--- config.mk ---
export PLATFORM = sky130hd
export DESIGN_NAME = fsw_top
export DESIGN_NICKNAME = d
export VERILOG_FILES = /design/src/include/fsw_pkg.sv /design/src/verilog/fsw_sync.sv /design/src/verilog/fsw_region.sv /design/src/verilog/fsw_top.sv
export SDC_FILE = /design/constraint.sdc
export NUM_CORES = 1
export LEC_CHECK = 0
export ABC_CLOCK_PERIOD_IN_PS = 12800
export BUFFER_PORTS_ARGS = -buffer_cell sky130_fd_sc_hd__buf_2
export CAP_MARGIN = 10
export CORE_MARGIN = 4
export CORE_UTILIZATION = 42
export CTS_BUF_LIST = sky130_fd_sc_hd__clkbuf_16
export DETAILED_ROUTE_END_ITERATION = 10
export PLACE_DENSITY_LB_ADDON = 0.1
export SYNTH_ARGS = -nofsm -noshare
export SYNTH_HDL_FRONTEND = slang
export SYNTH_HIERARCHICAL = 1
export SYNTH_SLANG_ARGS = --single-unit
--- constraint.sdc ---
create_clock -name ref_clk -period 12.8 [get_ports ref_clk]
set_input_delay 0.64 -clock ref_clk [delete_from_list [all_inputs] [get_ports ref_clk]]
set_output_delay 0.64 -clock ref_clk [all_outputs]
set_load 0.02 [all_outputs]
--- src/include/fsw_pkg.sv ---
// Shared constants and types for the flash status and write-protect block
package fsw_pkg;
    localparam int STATUS_W = 24;
    localparam int NV_W = 12;

    // Status word bit positions
    localparam int BIT_BUSY = 0;
    localparam int BIT_LATCH = 1;
    localparam int BIT_SIZE_LO = 2;
    localparam int BIT_MODE_LOWER = 7;
    localparam int BIT_MODE_UPPER = 8;
    localparam int BIT_LANES = 9;
    localparam int BIT_PRG_PAUSE = 10;
    localparam int BIT_LOCK_LO = 11;
    localparam int BIT_COMPL = 14;
    localparam int BIT_ERS_PAUSE = 15;
    localparam int BIT_FAST = 20;
    localparam int HIGH_BYTE_BASE = 8;

    // Serial opcodes
    localparam logic [7:0] OPC_LATCH_SET = 8'h06;
    localparam logic [7:0] OPC_LATCH_CLR = 8'h04;
    localparam logic [7:0] OPC_RD_LOW = 8'h05;
    localparam logic [7:0] OPC_RD_MID = 8'h35;
    localparam logic [7:0] OPC_RD_TOP = 8'h15;
    localparam logic [7:0] OPC_STATUS_WR = 8'h01;
    localparam logic [7:0] OPC_PAGE_WR = 8'h02;
    localparam logic [7:0] OPC_SECTOR_WIPE = 8'h20;
    localparam logic [7:0] OPC_BLK32_WIPE = 8'h52;
    localparam logic [7:0] OPC_BLK64_WIPE = 8'hd8;
    localparam logic [7:0] OPC_CHIP_WIPE_A = 8'h60;
    localparam logic [7:0] OPC_CHIP_WIPE_B = 8'hc7;
    localparam logic [7:0] OPC_PAUSE = 8'h75;
    localparam logic [7:0] OPC_RESUME = 8'h7a;
    localparam logic [7:0] OPC_RST_ARM = 8'h66;
    localparam logic [7:0] OPC_RST_GO = 8'h99;

    // Bytes per frame, opcode included, and last bit index of a byte
    localparam logic [2:0] LEN_OPC_ONLY = 3'h1;
    localparam logic [2:0] LEN_SW_SHORT = 3'h2;
    localparam logic [2:0] LEN_SW_LONG = 3'h3;
    localparam logic [2:0] LEN_ADDR = 3'h4;
    localparam logic [2:0] LEN_PAGE_MIN = 3'h5;
    localparam logic [2:0] LEN_MAX = 3'h7;
    localparam logic [2:0] BIT_LAST = 3'h7;

    // Array geometry, 17 bits so the full size fits
    localparam logic [16:0] ARR_SIZE = 17'h10000;
    localparam logic [16:0] SZ_PAGE = 17'h00100;
    localparam logic [16:0] SZ_4K = 17'h01000;
    localparam logic [16:0] SZ_8K = 17'h02000;
    localparam logic [16:0] SZ_16K = 17'h04000;
    localparam logic [16:0] SZ_32K = 17'h08000;

    typedef enum logic [2:0] {
        FSW_OP_NONE = 3'b000,
        FSW_OP_PAGE = 3'b001,
        FSW_OP_SECTOR = 3'b010,
        FSW_OP_BLK32 = 3'b011,
        FSW_OP_BLK64 = 3'b100,
        FSW_OP_CHIP = 3'b101
    } fsw_op_kind_t;

    typedef enum logic [2:0] {
        FR_IDLE = 3'b000,
        FR_OPC = 3'b001,
        FR_BODY = 3'b010,
        FR_READ = 3'b011
    } fsw_frame_t;

    typedef struct packed {
        logic valid;
        fsw_op_kind_t kind;
        logic [23:0] addr;
    } fsw_arr_op_t;

    typedef struct packed {
        logic protect_mode_upper;
        logic protect_mode_lower;
        logic protect_complement;
        logic [2:0] secure_area_lock;
        logic four_lane_enable;
        logic [4:0] protect_size;
    } fsw_nv_t;
endpackage

--- src/verilog/fsw_sync.sv ---
// Two-flop synchroniser for pin inputs
module fsw_sync #(
    parameter int WIDTH = 1
) (
    input wire logic ref_clk,
    input wire logic rst,
    input wire logic [WIDTH-1:0] async_in,
    output logic [WIDTH-1:0] sync_out
);
    logic [WIDTH-1:0] meta_r;

    always_ff @(posedge ref_clk) begin
        if (rst) begin
            meta_r <= '1;
            sync_out <= '1;
        end else begin
            meta_r <= async_in;
            sync_out <= meta_r;
        end
    end
endmodule

--- src/verilog/fsw_region.sv ---
// Shielded-region decode and range check for program and erase
module fsw_region (
    input wire logic [4:0] protect_size,
    input wire logic protect_complement,
    input wire fsw_pkg::fsw_op_kind_t op_kind,
    input wire logic [15:0] op_addr,
    output logic shielded,
    output logic chip_ok
);
    import fsw_pkg::*;

    logic code_none;
    logic code_all;
    logic [16:0] part_size;
    logic [16:0] reg_lo;
    logic [16:0] reg_hi;
    logic [16:0] op_size;
    logic [16:0] op_lo;
    logic [16:0] op_hi;
    logic empty;
    logic full;

    always_comb begin
        code_none = 1'b0;
        code_all = 1'b0;
        part_size = SZ_4K;
        if (!protect_size[4]) begin
            code_none = (protect_size[1:0] == 2'h0);
            code_all = !code_none;
        end else begin
            case (protect_size[2:0])
                3'h0: code_none = 1'b1;
                3'h1: part_size = SZ_4K;
                3'h2: part_size = SZ_8K;
                3'h3: part_size = SZ_16K;
                3'h7: code_all = 1'b1;
                default: part_size = SZ_32K;
            endcase
        end
    end

    // Complement swaps the shielded and open parts of the array
    assign empty = protect_complement ? code_all : code_none;
    assign full = protect_complement ? code_none : code_all;

    always_comb begin
        // Side bit picks the end; complement shields the rest instead
        if (!protect_size[3]) begin
            reg_lo = protect_complement ? 17'h0 : ARR_SIZE - part_size;
            reg_hi = protect_complement ? ARR_SIZE - part_size - 17'h1 : ARR_SIZE - 17'h1;
        end else begin
            reg_lo = protect_complement ? part_size : 17'h0;
            reg_hi = protect_complement ? ARR_SIZE - 17'h1 : part_size - 17'h1;
        end
    end

    always_comb begin
        case (op_kind)
            FSW_OP_PAGE: op_size = SZ_PAGE;
            FSW_OP_SECTOR: op_size = SZ_4K;
            FSW_OP_BLK32: op_size = SZ_32K;
            default: op_size = ARR_SIZE;
        endcase
    end

    assign op_lo = {1'b0, op_addr} & ~(op_size - 17'h1);
    assign op_hi = op_lo + op_size - 17'h1;
    // Any overlap at all refuses the whole operation
    assign shielded = full || (!empty && !(op_hi < reg_lo || op_lo > reg_hi));
    assign chip_ok = (protect_size[2:0] == 3'h0 && !protect_complement)
        || (protect_size[2:0] == 3'h7 && protect_complement);
endmodule

--- src/verilog/fsw_top.sv ---
// Serial flash status word, write latch and array write protection
// Summary of operation
// - Hold a 24-bit status word with the documented flag positions.
// - Bit 0 reads 1 while program, erase or status write runs.
// - Bit 1 mirrors write latch; clear latch refuses writes, programs, erases.
// - Protect-size bits 6..2 are non-volatile, changed only by status write.
// - Shield selected region against page program, sector and block erase.
// - Protect-size bits are writable only outside hardware-protected mode.
// - Full erase runs only for low size bits 000/cmp0 or 111/cmp1.
// - Protect mode 00: status write allowed once latch is set.
// - Protect mode 01 with guard pin low: status word locked.
// - Protect mode 01 with guard pin high: write allowed after latch set.
// - Protect mode 10 locks until power cycle, which returns mode 00.
// - Protect mode 11 refuses every status write permanently.
// - Four-lane enable 0 keeps guard and pause pin functions; 1 frees them.
// - Three one-time lock bits, settable singly, make secure areas read-only.
// - Non-volatile complement bit 14 joins size bits in region choice.
// - Size code decode: none, all, or 4K..32K at top or bottom.
// - Complement set shields exactly the part left open otherwise.
// - Program or erase touching shielded region is ignored entirely.
// - Suspend sets paused flags; resume, soft reset, power cycle clear them.
// - Read-only fast flag shows high-performance mode, default 0.
module fsw_top #(
    parameter int STATUS_WR_CYC = 64,
    parameter int PROG_CYC = 256,
    parameter int ERASE_CYC = 1024
) (
    input wire logic ref_clk,
    input wire logic rst,
    input wire logic sclk,
    input wire logic cs_n,
    input wire logic si,
    input wire logic write_guard_n,
    input wire logic link_pause_n,
    input wire logic fast_mode,
    input wire fsw_pkg::fsw_nv_t nv_init,
    output logic so,
    output logic so_oe,
    output logic four_lane_enable,
    output logic [2:0] secure_area_lock,
    output logic write_cycle_busy,
    output fsw_pkg::fsw_arr_op_t arr_op,
    output fsw_pkg::fsw_nv_t nv_image
);
    import fsw_pkg::*;

    localparam int MAX_CYC = (ERASE_CYC > PROG_CYC) ?
        ((ERASE_CYC > STATUS_WR_CYC) ? ERASE_CYC : STATUS_WR_CYC) :
        ((PROG_CYC > STATUS_WR_CYC) ? PROG_CYC : STATUS_WR_CYC);
    localparam int CNT_W = $clog2(MAX_CYC + 1);

    if (STATUS_WR_CYC < 1 || PROG_CYC < 1 || ERASE_CYC < 1) begin : g_bad_cyc
        $error("fsw_top: busy cycle counts must be at least one");
    end

    // Pin inputs, all from outside the clock domain
    logic [4:0] pins_s;
    logic sclk_s;
    logic cs_s;
    logic si_s;
    logic guard_s;
    logic pause_s;

    fsw_sync #(.WIDTH(5)) u_sync (
        .ref_clk(ref_clk),
        .rst(rst),
        .async_in({sclk, cs_n, si, write_guard_n, link_pause_n}),
        .sync_out(pins_s)
    );
    assign {sclk_s, cs_s, si_s, guard_s, pause_s} = pins_s;

    // Control and status state
    fsw_nv_t nv_r;
    logic wel_r;
    logic busy_r;
    logic paused_r;
    logic erase_paused_flag_r;
    logic program_paused_flag_r;
    logic fast_r;
    logic rst_arm_r;
    fsw_op_kind_t busy_kind_r;
    logic [CNT_W-1:0] busy_cnt_r;

    // Link state
    fsw_frame_t st_r;
    logic sclk_d_r;
    logic cs_d_r;
    logic [7:0] shift_r;
    logic [2:0] bit_cnt_r;
    logic [2:0] byte_cnt_r;
    logic [7:0] opc_r;
    logic [23:0] addr_r;
    logic [7:0] data0_r;
    logic [7:0] data1_r;
    logic [7:0] rd_hold_r;

    // Pause pin only stalls the link while it has its control role
    wire link_held = !nv_r.four_lane_enable && !pause_s;
    wire guard_eff = nv_r.four_lane_enable || guard_s;
    wire sclk_rise = sclk_s && !sclk_d_r && !cs_s && !link_held;
    wire sclk_fall = !sclk_s && sclk_d_r && !cs_s && !link_held;
    wire cs_fall = !cs_s && cs_d_r;
    wire cs_rise = cs_s && !cs_d_r;
    wire byte_done = sclk_rise && (bit_cnt_r == BIT_LAST);
    wire [7:0] in_byte = {shift_r[6:0], si_s};

    // Reserved positions are hard zeros
    wire [STATUS_W-1:0] status_word = {3'h0, fast_r, 4'h0, erase_paused_flag_r,
        nv_r.protect_complement, nv_r.secure_area_lock, program_paused_flag_r,
        nv_r.four_lane_enable, nv_r.protect_mode_upper, nv_r.protect_mode_lower,
        nv_r.protect_size, wel_r, busy_r && !paused_r};

    wire is_rd_opc = (in_byte == OPC_RD_LOW) || (in_byte == OPC_RD_MID)
        || (in_byte == OPC_RD_TOP);
    wire [7:0] rd_sel = (opc_r == OPC_RD_TOP) ? status_word[23:16] :
        (opc_r == OPC_RD_MID) ? status_word[15:8] : status_word[7:0];
    wire [7:0] rd_first = (in_byte == OPC_RD_TOP) ? status_word[23:16] :
        (in_byte == OPC_RD_MID) ? status_word[15:8] : status_word[7:0];

    // Command end only counts on a whole byte
    wire cmd_end = cs_rise && (st_r == FR_BODY) && (bit_cnt_r == 3'h0);
    wire len1 = (byte_cnt_r == LEN_OPC_ONLY);
    wire len4 = (byte_cnt_r == LEN_ADDR);
    wire idle_ok = !busy_r;
    wire c_set = cmd_end && len1 && (opc_r == OPC_LATCH_SET) && idle_ok;
    wire c_clr = cmd_end && len1 && (opc_r == OPC_LATCH_CLR) && idle_ok;
    wire c_sw = cmd_end && (opc_r == OPC_STATUS_WR)
        && (byte_cnt_r == LEN_SW_SHORT || byte_cnt_r == LEN_SW_LONG);
    wire c_pp = cmd_end && (opc_r == OPC_PAGE_WR) && (byte_cnt_r >= LEN_PAGE_MIN);
    wire c_se = cmd_end && len4 && (opc_r == OPC_SECTOR_WIPE);
    wire c_b32 = cmd_end && len4 && (opc_r == OPC_BLK32_WIPE);
    wire c_b64 = cmd_end && len4 && (opc_r == OPC_BLK64_WIPE);
    wire c_ce = cmd_end && len1
        && (opc_r == OPC_CHIP_WIPE_A || opc_r == OPC_CHIP_WIPE_B);
    wire c_pause = cmd_end && len1 && (opc_r == OPC_PAUSE);
    wire c_resume = cmd_end && len1 && (opc_r == OPC_RESUME);
    wire c_arm = cmd_end && len1 && (opc_r == OPC_RST_ARM);
    wire c_go = cmd_end && len1 && (opc_r == OPC_RST_GO) && rst_arm_r;

    fsw_op_kind_t req_kind;
    assign req_kind = c_pp ? FSW_OP_PAGE : c_se ? FSW_OP_SECTOR :
        c_b32 ? FSW_OP_BLK32 : c_b64 ? FSW_OP_BLK64 :
        c_ce ? FSW_OP_CHIP : FSW_OP_NONE;

    logic shielded;
    logic chip_ok;

    fsw_region u_region (
        .protect_size(nv_r.protect_size),
        .protect_complement(nv_r.protect_complement),
        .op_kind(req_kind),
        .op_addr(addr_r[15:0]),
        .shielded(shielded),
        .chip_ok(chip_ok)
    );

    // Status write permission by protect mode
    wire [1:0] mode = {nv_r.protect_mode_upper, nv_r.protect_mode_lower};
    wire sw_mode_ok = (mode == 2'b00)
        || (mode == 2'b01 && guard_eff);
    // Modes 10 and 11 never pass; 10 is undone only by rst
    wire sw_go = c_sw && idle_ok && wel_r && sw_mode_ok;
    wire arr_req = c_pp || c_se || c_b32 || c_b64;
    wire arr_go = arr_req && idle_ok && wel_r && !shielded;
    wire ce_go = c_ce && idle_ok && wel_r && chip_ok;
    wire op_go = arr_go || ce_go;

    // New non-volatile image from a status write
    fsw_nv_t nv_wr;
    always_comb begin
        nv_wr = nv_r;
        nv_wr.protect_size = data0_r[BIT_SIZE_LO +: 5];
        nv_wr.protect_mode_lower = data0_r[BIT_MODE_LOWER];
        if (byte_cnt_r == LEN_SW_LONG) begin
            nv_wr.protect_mode_upper = data1_r[BIT_MODE_UPPER - HIGH_BYTE_BASE];
            nv_wr.four_lane_enable = data1_r[BIT_LANES - HIGH_BYTE_BASE];
            nv_wr.protect_complement = data1_r[BIT_COMPL - HIGH_BYTE_BASE];
            // Lock bits only ever go from 0 to 1
            nv_wr.secure_area_lock = nv_r.secure_area_lock
                | data1_r[BIT_LOCK_LO - HIGH_BYTE_BASE +: 3];
        end
    end

    // Link framing
    always_ff @(posedge ref_clk) begin
        if (rst) begin
            st_r <= FR_IDLE;
            sclk_d_r <= 1'b0;
            cs_d_r <= 1'b1;
            shift_r <= 8'h0;
            bit_cnt_r <= 3'h0;
            byte_cnt_r <= 3'h0;
            opc_r <= 8'h0;
            addr_r <= 24'h0;
            data0_r <= 8'h0;
            data1_r <= 8'h0;
            rd_hold_r <= 8'h0;
        end else begin
            sclk_d_r <= sclk_s;
            cs_d_r <= cs_s;
            if (cs_fall) begin
                st_r <= FR_OPC;
                bit_cnt_r <= 3'h0;
                byte_cnt_r <= 3'h0;
            end else if (cs_s) begin
                st_r <= FR_IDLE;
            end else if (sclk_rise) begin
                shift_r <= in_byte;
                bit_cnt_r <= bit_cnt_r + 3'h1;
                if (byte_done) begin
                    if (byte_cnt_r != LEN_MAX) begin
                        byte_cnt_r <= byte_cnt_r + 3'h1;
                    end
                    case (st_r)
                        FR_OPC: begin
                            opc_r <= in_byte;
                            st_r <= is_rd_opc ? FR_READ : FR_BODY;
                            rd_hold_r <= rd_first;
                        end
                        FR_BODY: begin
                            if (byte_cnt_r == LEN_OPC_ONLY) begin
                                addr_r[23:16] <= in_byte;
                                data0_r <= in_byte;
                            end
                            if (byte_cnt_r == LEN_SW_SHORT) begin
                                addr_r[15:8] <= in_byte;
                                data1_r <= in_byte;
                            end
                            if (byte_cnt_r == LEN_SW_LONG) begin
                                addr_r[7:0] <= in_byte;
                            end
                        end
                        // Continuous read refreshes the byte each round
                        FR_READ: rd_hold_r <= rd_sel;
                        default: st_r <= FR_IDLE;
                    endcase
                end
            end
        end
    end

    // Serial out, shifted on falling clock, MSB first
    always_ff @(posedge ref_clk) begin
        if (rst) begin
            so <= 1'b0;
            so_oe <= 1'b0;
        end else begin
            so_oe <= (st_r == FR_READ) && !cs_s;
            if (cs_s) begin
                so <= 1'b0;
            end else if (sclk_fall && st_r == FR_READ) begin
                so <= rd_hold_r[BIT_LAST - bit_cnt_r];
            end
        end
    end

    // Write latch, busy timer, suspend flags
    always_ff @(posedge ref_clk) begin
        if (rst) begin
            wel_r <= 1'b0;
            busy_r <= 1'b0;
            paused_r <= 1'b0;
            busy_kind_r <= FSW_OP_NONE;
            busy_cnt_r <= '0;
            erase_paused_flag_r <= 1'b0;
            program_paused_flag_r <= 1'b0;
            rst_arm_r <= 1'b0;
            fast_r <= 1'b0;
            write_cycle_busy <= 1'b0;
        end else begin
            fast_r <= fast_mode;
            write_cycle_busy <= status_word[BIT_BUSY];
            if (cmd_end) begin
                rst_arm_r <= c_arm;
            end
            if (c_go) begin
                wel_r <= 1'b0;
                busy_r <= 1'b0;
                paused_r <= 1'b0;
                erase_paused_flag_r <= 1'b0;
                program_paused_flag_r <= 1'b0;
            end else if (sw_go || op_go) begin
                wel_r <= 1'b0;
                busy_r <= 1'b1;
                busy_kind_r <= sw_go ? FSW_OP_NONE : req_kind;
                busy_cnt_r <= sw_go ? CNT_W'(STATUS_WR_CYC) :
                    c_pp ? CNT_W'(PROG_CYC) : CNT_W'(ERASE_CYC);
            end else begin
                if (c_set) begin
                    wel_r <= 1'b1;
                end
                if (c_clr) begin
                    wel_r <= 1'b0;
                end
                // Status writes cannot be suspended
                if (c_pause && busy_r && !paused_r && busy_kind_r != FSW_OP_NONE) begin
                    paused_r <= 1'b1;
                    if (busy_kind_r == FSW_OP_PAGE) begin
                        program_paused_flag_r <= 1'b1;
                    end else begin
                        erase_paused_flag_r <= 1'b1;
                    end
                end else if (c_resume && paused_r) begin
                    paused_r <= 1'b0;
                    erase_paused_flag_r <= 1'b0;
                    program_paused_flag_r <= 1'b0;
                end else if (busy_r && !paused_r) begin
                    if (busy_cnt_r <= CNT_W'(1)) begin
                        busy_r <= 1'b0;
                    end else begin
                        busy_cnt_r <= busy_cnt_r - CNT_W'(1);
                    end
                end
            end
        end
    end

    // Non-volatile image; rst stands for a power cycle
    always_ff @(posedge ref_clk) begin
        if (rst) begin
            nv_r <= nv_init;
            if (nv_init.protect_mode_upper && !nv_init.protect_mode_lower) begin
                nv_r.protect_mode_upper <= 1'b0;
            end
            arr_op <= '0;
        end else begin
            if (sw_go) begin
                nv_r <= nv_wr;
            end
            arr_op.valid <= op_go;
            if (op_go) begin
                arr_op.kind <= req_kind;
                arr_op.addr <= addr_r;
            end
        end
    end

    assign four_lane_enable = nv_r.four_lane_enable;
    assign secure_area_lock = nv_r.secure_area_lock;
    assign nv_image = nv_r;
endmodule

### Yosys cells after proc, flatten, opt, wreduce, memory -nomap -nowiden

Cells that the tools add are included.

| word-level totals | value |
|---|---|
| register bits after elaboration | 132 |
| bits of input ports | 20 |
| output and inout port bits | 47 |
| logic and storage cells | 275 |

| cells by class | value |
|---|---|
| add/subtract/negate cells | 10 |
| $lt $le $gt $ge | 5 |
| equal/unequal tests | 42 |
| muxes and demuxes | 57 |
| bitwise operators | 8 |
| reductions and logical operators | 118 |

Operators with widths:

| operator | count |
|---|---|
| $mux 17 | 7 |
| $mux 11 | 7 |
| $sub 17x1->17 const B | 4 |
| $logic_and 1x1->1 | 52 |
| $pmux 17 s3 | 1 |
| $pmux 16 s3 | 1 |
| $eq 8x7->1 const B | 5 |
| $mux 8 | 4 |
| $mux 1 | 25 |
| $eq 3x2->1 const B | 8 |
| $eq 8x3->1 const B | 3 |
| $eq 8x6->1 const B | 3 |
| $eq 8x8->1 const B | 3 |
| $mux 12 | 2 |
| $mux 3 | 6 |
| $reduce_and 6->1 | 3 |
| $add 17x17->17 | 1 |
| $and 16x17->17 | 1 |
| $gt 17x17->1 | 1 |
| $lt 17x17->1 | 1 |
| $not 17->17 | 1 |
| $sub 17x17->17 const A | 1 |
| $eq 8x5->1 const B | 2 |
| $pmux 8 s2 | 1 |
| 33 further kinds | 97 |

### Logic depth before layout (Yosys ltp)

| logic depth | value |
|---|---|
| depth in word-level cells | 29 |
| mapped depth | 29 |
| mapped depth without buffers | 27 |

### Cells and area by module

Netlist, hierarchy kept.

By module, submodules not included:

| module | times used | cells an instance | area each (µm²) | seq. area each (µm²) |
|---|---|---|---|---|
| fsw_top | 1 | 597 | 5501.5 | 2542.4 |
| fsw_region | 1 | 122 | 808.3 | 0.0 |
| fsw_sync | 1 | 20 | 262.8 | 200.2 |

### Worst setup path before layout

No wires, ideal clock.

| timing | value |
|---|---|
| path type | register to register |
| start | reg opc_r[4] |
| end | reg busy_cnt_r[2] |
| library setup time | 120 ps |
| arrival | 5548 ps |
| data required time | 12680 ps |
| setup slack | 7132 ps |
| cell stages (with the launch flop) | 26 |
| path buffers | 3 |
| clock period less this slack | 5668 ps |
| cells stage by stage | dfxtp_1 > buf_6 > or4b_1 > or4_1 > a21oi_1 > or3b_1 > clkbuf_2 > ha_1 > nand2b_1 > buf_1 > ha_1 > a21o_1 > a31o_1 > o22a_1 > xnor2_1 > ha_1 > a21o_1 > a21oi_1 > o211ai_1 > a31oi_1 > o21ai_0 > nor2b_1 > a41oi_1 > a41oi_4 > nor3_1 > a211o_1 |

| between the ends | value |
|---|---|
| elaborated cells between the ends (all ways) | 70 |
| those cells by class | add/sub: 3; order compare: 2; eq/ne: 16; mux: 8; bitwise: 3; reduce/logical: 38 |

RTL lines:

| item | RTL line | source |
|---|---|---|
| start: declaration | fsw_top.sv:91 | `logic [7:0] opc_r;` |
| start signal: assignment | fsw_top.sv:216 | `opc_r <= in_byte;` |
| $eq 8x8->1 | fsw_top.sv:132 | `wire c_b64 = cmd_end && len4 && (opc_r == OPC_BLK64_WIPE);` |
| $logic_and 1x1->1 | fsw_top.sv:132 |  |
| $mux 3 (2 in a row) | fsw_top.sv:142 | `c_b32 ? FSW_OP_BLK32 : c_b64 ? FSW_OP_BLK64 :` |
| $mux 3 | fsw_top.sv:141 | `assign req_kind = c_pp ? FSW_OP_PAGE : c_se ? FSW_OP_SECTOR :` |
| $mux 3 (*) | fsw_top.sv:141 |  |
| named net req_kind[1] | fsw_top.sv:140 | `fsw_op_kind_t req_kind;` |
| $eq 3x2->1 or $eq 3x1->1 (tied branches) | fsw_region.sv:58 | `case (op_kind)` |
| $pmux 17 s3 (*) | fsw_region.sv:58 |  |
| [... 9 more ...] | - |  |
| $logic_or 1x1->1 (*) | fsw_region.sv:69 | `assign shielded = full \|\| (!empty && !(op_hi < reg_lo \|\| op_lo > reg_hi));` |
| named net shielded | fsw_top.sv:145 | `logic shielded;` |
| $logic_not 1->1 (*) | fsw_top.sv:164 | `wire arr_go = arr_req && idle_ok && wel_r && !shielded;` |
| $logic_and 1x1->1 (*) | fsw_top.sv:164 |  |
| $logic_or 1x1->1 (*) | fsw_top.sv:166 | `wire op_go = arr_go \|\| ce_go;` |
| $logic_or 1x1->1 (*) | fsw_top.sv:282 | `end else if (sw_go \|\| op_go) begin` |
| $ne 2x2->1 (no line) or $reduce_bool 2->1 (tied branches) | - |  |
| $reduce_and 5->1 (no line) | - |  |
| end signal: assignment | fsw_top.sv:286 | `busy_cnt_r <= sw_go ? CNT_W'(STATUS_WR_CYC) :` |
| end signal: assignment | fsw_top.sv:311 | `busy_cnt_r <= busy_cnt_r - CNT_W'(1);` |
| end: declaration | fsw_top.sv:82 | `logic [CNT_W-1:0] busy_cnt_r;` |

The timed path passes the listed nets; every way through them passes the cells marked *.
A chain may end at the register's enable or synchronous reset.

### Worst setup path after layout

| timing | value |
|---|---|
| start | reg opc_r[5] |
| end | reg busy_cnt_r[2] |

The elaborated chain is that of the path after synthesis.

==> flow_summary_export.csv <==
group,metric,value,unit
outcome,run_status,"completed",
yosys,netlist_instances,739,
timing,clock.fmax,143,MHz
floorplan,placement_rows,45,
place,numPortBuffers,66,
yosys,syn_area_cell,8.89,um2
setup_path,critPathKind,"reg -> reg",
setup_path,crit_path_cell_trace,"or4b_1 > or4_1 > a21oi_1 > or3b_1 > ha_1 > nand2b_1 > ha_1 > a21o_1 > a31o_1 > o22a_1 > xnor2_1 > ha_1 > a21o_1 > a21oi_1 > o211ai_1 > a31oi_1 > o21ai_0 > nor2b_1 > a41oi_1 > a41oi_4 > nor3_1 > a211o_1",
cts,postCtsResizedCells,0,
yosys,yosys_most_used_dff,"dfxtp_1",
routing,drt_iter0_drc,356,
cells_and_area,final_common_cell,"dfxtp_1",
routing,detail_route.first_pass.iterations,5,
yosys,synth.lib_cells_used.distinct,73,
timing,final_max_slew_viol_count,0,
cells_and_area,final_layout_fill_cell_count,1496,
floorplan,chipWidth,133,um
setup_path,slowest_stage_delay_on_critical_path,0.89,ns
setup_path,setup.reg_to_reg.worst_slack,5.82,ns
cts,clk_root_buffer_cell,"clkbuf_16",
yosys,yosys_register_bits,131,
power_and_ir_drop,max-vdd-ir-drop,0.102,mV
setup_path,critical-path-top-delay-family,"compound AO/OA/AOI/OAI gates",
yosys,synth-warning-count,6,
routing,route.final.wire_length,17700,um
cells_and_area,layout.cells.most_common_list,"dfxtp_1 (119), nor2_1 (97), nand2_1 (87)",
cts,clock_tree.htree_level_count,4,
cells_and_area,register_area,2740,um2
cts,cts_tree,"yes",
routing,drtAntennaViolNets,0,
timing,grt_setup_unrepaired,"false",
yosys,syn_nets,785,
setup_path,critical_path.n_buffers_inverters,0,
cts,cts.sink_count,131,
yosys,ys_seq_area_frac,0.417,
floorplan,io-pin-count,67,
place,place.detailed.hpwl,12900,um
grt,grt_antenna_before_repair,0,
cells_and_area,fin_nets,823,
yosys,synth-edff-count,12,
floorplan,die-area,17700,um2
cells_and_area,antennaDiodeCount,0,
setup_path,cp.arrival,7.29,ns
timing,worst_slew_pin_slew,1.10,ns
floorplan,initial_cell_density_of_the_core,0.431,
setup_path,type_of_origin_of_the_critical_path,"flip-flop",
routing,wl_per_cell,17.7,um
cts,clkSlewWorstSetupHoldPaths,0.06,ns
grt,grt.total_usage,0.200,
timing,clock-skew-final,0.0105,ns
grt,grt_pass1_wl,28200,um
run,maxCapViolations,0,
floorplan,floorplan.core_area,15300,um2
routing,drc,0,
min_path,worst_hold_path_type,"in -> reg",
yosys,synth-async-reset-ratio,0,
cells_and_area,drive_gt1_frac,0.153,
setup_path,crit_path_frequent_cell,"ha_1",
timing,hold-worst-slack,0.396,ns
routing,avgViaCountPerCell,5.46,
grt,vias_in_the_first_global_route,5162,
timing,totalNegativeSetupSlack,0,ns
timing,final.min_clock_period,6.98,ns
setup_path,worst-path-max-fanout,33,
grt,maximum_number_of_pins_on_one_net_before_global_route_repair,94,
timing,setup-violations-final,0,
cts,cts-hold-fix-buffers,0,
yosys,synth.cell_area,6570,um2
cells_and_area,multi_input_gate_area_in_the_final_layout,3460,um2
setup_path,cp_slowest_cell,"a41oi_4",
floorplan,dieHeight,133,um
cts,worstSkewPairLatency,0.42,ns
setup_path,critical_path_required,13.11,ns
place,gp_congestion,0.868,
grt,grt_overflow,0,
setup_path,cp-end-kind,"flip-flop",
cts,cts_max_path_buffers,2,
timing,finalHoldViolCount,0,
cts,buffers_inserted_during_post_cts_setup_optimization,0,
power_and_ir_drop,power.static_leakage,2.96,nW
timing,layout_worst_path_cycle_share,0.545,
routing,dr_total_vias,5455,
cts,cts-buffers-inserted,17,
timing,maxSlewHeadroom,0.264,
cells_and_area,area.growth.synth_to_final,13.3,%
power_and_ir_drop,p_per_area,122,nW/um2
cells_and_area,finish.utilization,0.488,
-- where the power goes --
| group | switching, mW | internal, mW | total, mW | leakage, nW |
|---|---|---|---|---|
| combinational | 0.0232 | 0.0142 | 0.0374 | 1.61 |
| clock | 0.188 | 0.257 | 0.444 | 0.268 |
| sequential | 0.00732 | 0.419 | 0.426 | 1.08 |
-- final cells by class --
cell class	count	share of cell area
clock buffer	18	0.0605
multi-input combinational	535	0.464
clock inverter	13	0.0119
inverter	23	0.0116
timing repair buffer	69	0.0477
tap	211	0.0355
sequential	131	0.368
-- stage by stage --
stage | worst slack [ns] | power (mW) | area [um2] | cells
2_1_floorplan | 7.13 | 0.462 | 6570 | 739
3_3_place_gp | 6.04 | 0.472 | 6910 | 969
3_5_place_dp | 5.85 | 0.473 | 6910 | 969
4_1_cts | 5.81 | 0.918 | 7450 | 1000
5_1_grt | 5.27 | 0.941 | 7450 | 1000
6_report | 5.82 | 0.908 | 7450 | 1000
-- logic make-up after synthesis --
family | Yosys count | synth area share
and+or+nand+nor | 303 | 0.227
AOI/OAI and AO/OA | 133 | 0.135
DFF | 131 | 0.417
buffers and inverters | 73 | 0.0565
muxes | 58 | 0.0944
adders and majority gates | 26 | 0.0495
xor gates and xnor gates | 15 | 0.0200
-- cells in the mapped netlist (3+ instances only) --
master    instances  area share
a211oi_1         14       0.016
a21o_1            5      0.0057
a21oi_1          51       0.039
a22o_1            3      0.0040
a22oi_1           7      0.0080
a31oi_1           4      0.0038
and2_1            5      0.0048
and3_1            4      0.0038
and4bb_2          3      0.0057
buf_1             3      0.0017
buf_2             5      0.0038
buf_4            16       0.018
buf_6             4      0.0069
clkbuf_1         21       0.012
dfxtp_1         119        0.36
edfxtp_1         12       0.055
ha_1             26       0.049
inv_1            23       0.013
mux2_2           12       0.021
mux2i_1          44       0.067
nand2_1          87       0.050
nand2b_1          3      0.0029
nand3_1          16       0.012
nand3b_1          3      0.0034
nand4_1          10      0.0095
nand4b_1          4      0.0053
nor2_1           97       0.055
nor2b_1          13       0.012
nor3_1           13      0.0099
nor3b_1           8      0.0091
nor4_1            5      0.0048
nor4b_1           4      0.0053
o21ai_0          13      0.0099
o21bai_1          3      0.0034
o22ai_1           3      0.0029
o31ai_1           5      0.0057
or2_1            10      0.0095
or3_1             3      0.0029
or4_1             4      0.0046
or4b_2            3      0.0046
xnor2_1          10       0.013
xor2_1            5      0.0067
-- per-layer routing --
layer / global-route usage / share of wire / up-vias
li1: - / - / 2677
met1: 0.278 / 0.48 / 2624
met2: 0.313 / 0.46 / 137
met3: 0.0446 / 0.050 / 17
met4: 0.0611 / 0.011 / 0
met5: 0 / 0 / -
-- state kept, by name, indices dropped and copies added (netlist names), 7 cells and up --
signal      flops
opc_r           8
busy_cnt_r     11
rd_hold_r       8
arr_op         28
addr_r          8
nv_image        8
data0_r         8
shift_r         7
data1_r         8
-- worst reg2reg max path, cell delays in order (launching register included) --
cell      delay [ns]
dfxtp_1         0.54
or4b_1          0.49
or4_1           0.51
a21oi_1         0.38
or3b_1          0.49
ha_1            0.28
nand2b_1        0.25
ha_1            0.37
a21o_1          0.20
a31o_1          0.18
o22a_1          0.21
xnor2_1         0.21
ha_1            0.27
a21o_1          0.16
a21oi_1         0.18
o211ai_1        0.11
a31oi_1         0.18
o21ai_0         0.13
nor2b_1         0.20
a41oi_1         0.13
a41oi_4         0.89
nor3_1          0.19
a211o_1         0.33
-- worst paths after layout --
kind                                      endpoint  cells after the start              from
worst max-delay path                 busy_cnt_r[2]                     22          opc_r[5]
worst min-delay path              u_sync/meta_r[2]                      2                si
worst max register to register       busy_cnt_r[2]                     22          opc_r[5]
worst min register to register  u_sync/sync_out[1]                      1  u_sync/meta_r[1]
(Power assumes the default switching activity.)
